[src/oag_defines.svh]
// Constants for the operand address generator.
`ifndef OAG_DEFINES_SVH
`define OAG_DEFINES_SVH
`define OAG_SHORT_BASE 8'hFE
`define OAG_SHORT_LOW_LIMIT 8'h20
`define OAG_PERIPH_UPPER 8'hFF
`define OAG_PERIPH_HOLE_HI 4'hD
`define OAG_RAM_FIRST 16'hFE20
`define OAG_RAM_LAST 16'hFEFF
`define OAG_SFR_SHORT_FIRST 16'hFF00
`define OAG_SFR_SHORT_LAST 16'hFF1F
`define OAG_RESET_ADDR 16'h0000
`define OAG_RESET_BANK 4'h0
`define OAG_RESET_BYTE 8'h00
`endif

[src/oag_pkg.sv]
// Types for the operand address generator.
package oag_pkg;
    typedef enum logic [2:0] {
        OAG_MODE_DIRECT = 3'h0,
        OAG_MODE_SHORT = 3'h1,
        OAG_MODE_PERIPH = 3'h2,
        OAG_MODE_INDIRECT = 3'h3,
        OAG_MODE_BASED = 3'h4,
        OAG_MODE_INDEXED = 3'h5,
        OAG_MODE_STACK = 3'h6,
        OAG_MODE_NONE = 3'h7
    } oag_mode_t;

    typedef enum logic [1:0] {
        OAG_AREA_OTHER = 2'h0,
        OAG_AREA_RAM = 2'h1,
        OAG_AREA_SFR = 2'h2
    } oag_area_t;

    typedef struct packed {
        logic [15:0] addr;
        logic [3:0] bank;
        logic banked;
        logic [1:0] area;
        logic valid;
        logic fault;
        logic [7:0] reg_data;
    } oag_state_t;
endpackage

[src/oag_reg_select.sv]
// Picks one 8-bit general register from the active bank.
`timescale 1ns/1ns
module oag_reg_select
    import oag_pkg::*;
(
    // Register file contents, four banks of eight bytes.
    input wire logic [255:0] reg_file_in,
    // Selection.
    input wire logic register_bank_select_low_in,
    input wire logic register_bank_select_high_in,
    input wire logic [2:0] reg_code_in,
    // Selected byte.
    output logic [7:0] reg_data_out
);
    logic [4:0] index;

    // Bank flags form the upper index bits, opcode code the lower ones.
    always_comb begin
        index = {register_bank_select_high_in, register_bank_select_low_in, reg_code_in};
        reg_data_out = reg_file_in[{index, 3'h0} +: 8];
    end
endmodule

[src/oag_top.sv]
// Operand effective-address generator for the processor core.
`timescale 1ns/1ns
`include "oag_defines.svh"
module oag_top
    import oag_pkg::*;
(
    // Clock and reset.
    input wire logic sys_clk_in,
    input wire logic rstn_in,
    // Request from decode.
    input wire logic req_in,
    input wire logic [2:0] mode_in,
    input wire logic word_in,
    input wire logic word_capable_in,
    input wire logic [15:0] long_immediate_operand_in,
    input wire logic [7:0] byte_field_in,
    input wire logic pair_code_in,
    input wire logic index_code_in,
    input wire logic [2:0] reg_code_in,
    // Register bank contents and machine state.
    input wire logic [255:0] reg_file_in,
    input wire logic register_bank_select_low_in,
    input wire logic register_bank_select_high_in,
    input wire logic [15:0] stack_pointer_in,
    input wire logic [3:0] memory_bank_in,
    // Address answer.
    output logic addr_valid_out,
    output logic [15:0] addr_out,
    output logic [3:0] bank_out,
    output logic banked_out,
    output logic [1:0] area_out,
    output logic fault_out,
    output logic [7:0] reg_data_out
);
    oag_state_t state;
    oag_state_t next_state;
    logic [7:0] sel_byte;
    logic [15:0] pair_one;
    logic [15:0] base_pair;
    logic [7:0] index_byte;
    logic [4:0] bank_base;
    logic [15:0] ea;
    logic fault;
    logic banked;

    // Register operand selector for the active bank.
    oag_reg_select u_reg_select (
        .reg_file_in(reg_file_in),
        .register_bank_select_low_in(register_bank_select_low_in),
        .register_bank_select_high_in(register_bank_select_high_in),
        .reg_code_in(reg_code_in),
        .reg_data_out(sel_byte)
    );

    // Pairs of the active bank: byte 0 X, 1 A, 2 C, 3 B, 4 E, 5 D, 6 L, 7 H.
    always_comb begin
        bank_base = {register_bank_select_high_in, register_bank_select_low_in, 3'h0};
        pair_one = {reg_file_in[{bank_base + 5'h5, 3'h0} +: 8], reg_file_in[{bank_base + 5'h4, 3'h0} +: 8]};
        base_pair = {reg_file_in[{bank_base + 5'h7, 3'h0} +: 8], reg_file_in[{bank_base + 5'h6, 3'h0} +: 8]};
        if (index_code_in) begin
            index_byte = reg_file_in[{bank_base + 5'h3, 3'h0} +: 8];
        end else begin
            index_byte = reg_file_in[{bank_base + 5'h2, 3'h0} +: 8];
        end
    end

    // Effective address per mode, plus fault flag for misuse.
    always_comb begin
        ea = `OAG_RESET_ADDR;
        fault = 1'b0;
        banked = 1'b0;
        case (oag_mode_t'(mode_in))
            OAG_MODE_DIRECT: begin
                ea = long_immediate_operand_in;
                banked = 1'b1;
            end
            OAG_MODE_SHORT: begin
                // Bit 8 is the inverse of "field at or above 20H".
                ea = {7'h7F, (byte_field_in < `OAG_SHORT_LOW_LIMIT), byte_field_in};
                fault = word_in & byte_field_in[0];
            end
            OAG_MODE_PERIPH: begin
                ea = {`OAG_PERIPH_UPPER, byte_field_in};
                // FFD0H-FFDFH is not reachable, odd or incapable word access refused.
                fault = (byte_field_in[7:4] == `OAG_PERIPH_HOLE_HI)
                    | (word_in & (byte_field_in[0] | ~word_capable_in));
            end
            OAG_MODE_INDIRECT: begin
                ea = pair_code_in ? base_pair : pair_one;
                banked = 1'b1;
            end
            OAG_MODE_BASED: begin
                ea = base_pair + {8'h00, byte_field_in};
                banked = 1'b1;
            end
            OAG_MODE_INDEXED: begin
                ea = base_pair + {8'h00, index_byte};
                banked = 1'b1;
            end
            OAG_MODE_STACK: begin
                ea = stack_pointer_in;
                // Stack outside high-speed RAM is flagged.
                fault = (stack_pointer_in < `OAG_RAM_FIRST) | (stack_pointer_in > `OAG_RAM_LAST);
            end
            default: begin
                fault = 1'b1;
            end
        endcase
    end

    // Next-state assembly, including area decode of the address.
    always_comb begin
        next_state = state;
        next_state.valid = req_in;
        if (req_in) begin
            next_state.addr = ea;
            next_state.fault = fault;
            next_state.banked = banked;
            next_state.bank = banked ? memory_bank_in : `OAG_RESET_BANK;
            next_state.reg_data = sel_byte;
            if (ea >= `OAG_RAM_FIRST && ea <= `OAG_RAM_LAST) begin
                next_state.area = OAG_AREA_RAM;
            end else if (ea >= `OAG_SFR_SHORT_FIRST) begin
                next_state.area = OAG_AREA_SFR;
            end else begin
                next_state.area = OAG_AREA_OTHER;
            end
        end
    end

    // State register.
    always_ff @(posedge sys_clk_in or negedge rstn_in) begin
        if (!rstn_in) begin
            state <= '{addr: `OAG_RESET_ADDR, bank: `OAG_RESET_BANK, banked: 1'b0, area: 2'h0,
                       valid: 1'b0, fault: 1'b0, reg_data: `OAG_RESET_BYTE};
        end else begin
            state <= next_state;
        end
    end

    // Outputs straight from the state flip-flops.
    always_comb begin
        addr_valid_out = state.valid;
        addr_out = state.addr;
        bank_out = state.bank;
        banked_out = state.banked;
        area_out = state.area;
        fault_out = state.fault;
        reg_data_out = state.reg_data;
    end
endmodule

[config.mk]
export PLATFORM = sky130hd
export DESIGN_NAME = oag_top
export DESIGN_NICKNAME = d
export VERILOG_FILES = /design/src/oag_pkg.sv /design/src/oag_reg_select.sv /design/src/oag_top.sv
export VERILOG_INCLUDE_DIRS = /design/src
export SDC_FILE = /design/constraint.sdc
export NUM_CORES = 1
export LEC_CHECK = 0
export ABC_AREA = 0
export BUFFER_PORTS_ARGS = -buffer_cell sky130_fd_sc_hd__buf_2
export CAP_MARGIN = 20
export CELL_PAD_IN_SITES_DETAIL_PLACEMENT = 1
export CELL_PAD_IN_SITES_GLOBAL_PLACEMENT = 2
export CORE_MARGIN = 3
export CORE_UTILIZATION = 24
export CTS_CLUSTER_DIAMETER = 100
export CTS_CLUSTER_SIZE = 24
export DETAILED_ROUTE_END_ITERATION = 8
export PLACE_DENSITY_LB_ADDON = 0.05
export SYNTH_ARGS = -nofsm -noshare
export SYNTH_HDL_FRONTEND = slang
export SYNTH_SLANG_ARGS = --single-unit
[constraint.sdc]
create_clock -name sys_clk_in -period 0.8 [get_ports sys_clk_in]
set_input_delay 0.16 -clock sys_clk_in [delete_from_list [all_inputs] [get_ports sys_clk_in]]
set_output_delay 0.16 -clock sys_clk_in [all_outputs]
set_load 0.1 [all_outputs]
==> impl_metrics.ini <==
[outcome]
status = complete, but fails checks
violations = setup timing

[grt]
antenna_found_initial = 7
grt_first_pass_wirelength_um = 50500
first_global_vias = 7987
grt_usage_pct = 25.4
grt_max_degree = 38
grt_overflow = 0

[sta]
rsz0062_at_grt = yes
worst_pin_slew_ps = 467
setup_violations = 65
hold_slack_ps = 135
min_period_ps = 3120
relSlewSlack_pct = 68.9
fin_crit_sh_pct = 389
hold_violations = 0
worst_slack_ps = -2320
finClkSkew_ps = 0
finalMaxSlewViolations = 0
max_freq_ghz = 0.321

[drt]
via_per_inst = 5.34
firstDrtPassIters = 5
routedWlPerCell_um = 26.7
finalWirelength_um = 35600
drt-initial-drc-count = 311
drtAntennaViolNets = 0
drc = 0
num_vias = 7114

[worst_setup_path]
endpoint_kind = register
critPathSlowestCell = mux4_2
cp_num_buf_inv = 2
crit_fanout = 4
crit_path_max_incr_delay_ps = 510
crit_chain = buf_8 -> buf_6 -> mux4_2 -> mux2i_2 -> o21ai_1 -> ha_2 -> fa_2 -> a211o_1 -> a211oi_4 -> o21ai_2 -> and2_4 -> and3_4 -> xor2_2 -> a21oi_2 -> o32ai_2
critPathLaunchType = input port
cp_top_family = compound AO/OA/AOI/OAI gates
critPathArrivalTime_ps = 3270
critPathKind = in2reg
worst_ep_required_time_ps = 950

[placement]
hpwl_um = 31000
portBuffers = 347
place_inst = 1294
gp_congestion = 0.897

[synth]
synthArstFlopShare_pct = 100
ys.flop_type = dfrtp_1
synth_seq_cells = 33
synth_cell_types = 54
synth_nets = 855
syn_avg_cell_area_um2 = 11.3
syn_inst = 531
synth_edf_count = 0
syn_area_mm2 = 0.00601
ys_warn_count = 0
ys_seq_area_share_pct = 13.7

[cells_and_area]
final_nets = 1329
drive_above_1_share_pct = 77.9
multi_input_area_mm2 = 0.00537
stdcell_count = 1332
seqCellArea_um2 = 942
area_growth_pct = 84.1
fillCellCount = 2722

[floorplan]
rows = 57
start_util_pct = 24.6
coreArea_mm2 = 0.0245
dieArea_mm2 = 0.0270
num_io_pins = 348
dieWidth_um = 164
die_h_um = 164

[clocking]
cts_buffer_depth = 2
cts_buffers = 5
cts_root_buffer = clkbuf_16
cts_sinks = 33
htreeDepth = 2
cts_tree = built
clkTransAtPathRegs_ps = 50
clk_latency_ps = 280

[pwr]
powerDensity_mw_per_mm2 = 1240
vdd_drop_max_mv = 1.27
p_leak_nw = 4.79

[flow_run]
cap_violations = 0

[hold_path]
hp-class = in2reg
[metrics by stage]
step	total power (W)	TNS (ps)	util, %	worst slack, ps	cell area [µm²]
after global routing	0.0144	-57250	45.2	-2440	11100
after CTS	0.0135	-54800	44.2	-2380	10800
after detailed placement	0.0110	-60370	40.6	-2840	9940
after floorplan	0.00700	-46950	-	-2550	6530
final	0.0137	-54120	45.2	-2320	11100
after global placement	0.0109	-59320	40.6	-2790	9940
[state kept, by name (all words and copies together), names as in the netlist]
name / flops
banked_out: 1
area_out: 2
bank_out: 4
fault_out: 1
addr_out: 16
reg_data_out: 8
addr_valid_out: 1
[worst paths after layout]
path	from	endpoint	slack, ps	cells past startpoint
hold reg to reg	addr_out[10]	addr_out[10]	590	2
max in group asynchronous	rstn_in	bank_out[1]	220	3
hold / removal	memory_bank_in[3]	bank_out[3]	140	3
min in group asynchronous	rstn_in	addr_valid_out	370	3
setup / recovery	index_code_in	area_out[0]	-2320	15
setup reg to reg	bank_out[0]	bank_out[0]	-70	3
[synthesized netlist by cell type, drive strengths merged (5+ instances only)]
cell type	instances	area, µm²
a22oi	9	67.6
nor3	5	25.0
a211oi	6	45.0
a21oi	34	170
buf	28	129
ha	8	100
mux2	10	113
o221ai	6	52.6
o21ai	31	155
mux4	129	2910
inv	30	113
nor2	42	158
a21o	5	37.5
mux2i	29	290
dfrtp	33	826
clkbuf	24	100
o22ai	15	93.8
nand2	23	86.3
nand3	8	65.1
[cell usage in the layout, fill, tap and decap left out, drive strengths merged, types with 2 or more instances in the layout]
master   count
a2111oi      2
a211oi       6
a21o         5
a21oi       34
a221oi       4
a22oi        9
a31oi        2
and2         4
and3         4
buf        515
bufbuf       3
clkbuf       5
clkinv       3
dfrtp       33
diode        2
ha           8
inv         30
mux2        10
mux2i       29
mux4       129
nand2       23
nand2b       2
nand3        8
nand4        3
nor2        42
nor2b        4
nor3         5
nor4         4
o21a         4
o21ai       31
o221a        2
o221ai       6
o22ai       15
o32ai        3
xor2         4
[routing by layer]
metal / up-vias / wire [µm] / track usage, %
met1: 3587 / 13800 / 31.2
met2: 310 / 18900 / 46.0
met5: - / 74 / 0
met4: 10 / 754 / 6.50
met3: 52 / 2060 / 4.24
li1: 3155 / - / -
[power by group]
part,internal [W],switching (W),total (W),leakage [nW]
sequential,0.00204,0.000260,0.00230,0.367
clock,0.00114,0.000727,0.00187,0.0696
combinational,0.00459,0.00497,0.00956,4.35
[kinds of logic (layout without fill, tap and decap cells)]
kind of cell / after synthesis / in the layout / share of synthesized area, %
AOI/OAI and AO/OA: 131 / 131 / 14.2
xor gates and xnor gates: 5 / 5 / 0.729
adders and majority gates: 9 / 9 / 2.00
buffers and inverters: 83 / 558 / 5.75
DFF: 33 / 33 / 13.7
muxes: 168 / 168 / 55.2
other: 0 / 2 / 0
and+or+nand+nor: 102 / 102 / 8.39
[timing repair]
| item | 4_1_cts | 5_1_grt |
|---|---|---|
| hold buffers | 1 | 0 |
| gates resized for setup | 84 | 42 |
| hold endpoints to repair | 33 | 0 |
| gates cloned | 8 | 0 |
| endpoints found under the setup margin | 65 | 65 |
| pin swaps | 30 | 17 |
| buffers inserted | 15 | 12 |
[worst register-to-register path, delay by kind of cell (launching register included)]
kind / cells / cell delay, ps
AOI/OAI and AO/OA: 1 / 70
buffers and inverters: 2 / 200
DFF: 1 / 480
[cell type report]
cell class | instances | share of cell area, %
antenna | 2 | 0.0452
tap | 324 | 3.66
multi-input combinational | 415 | 48.6
clock inverter | 3 | 0.158
timing repair buffer | 519 | 36.9
inverter | 31 | 1.05
clock buffer | 5 | 1.13
sequential | 33 | 8.51
Power figures use the tool's default switching activity.
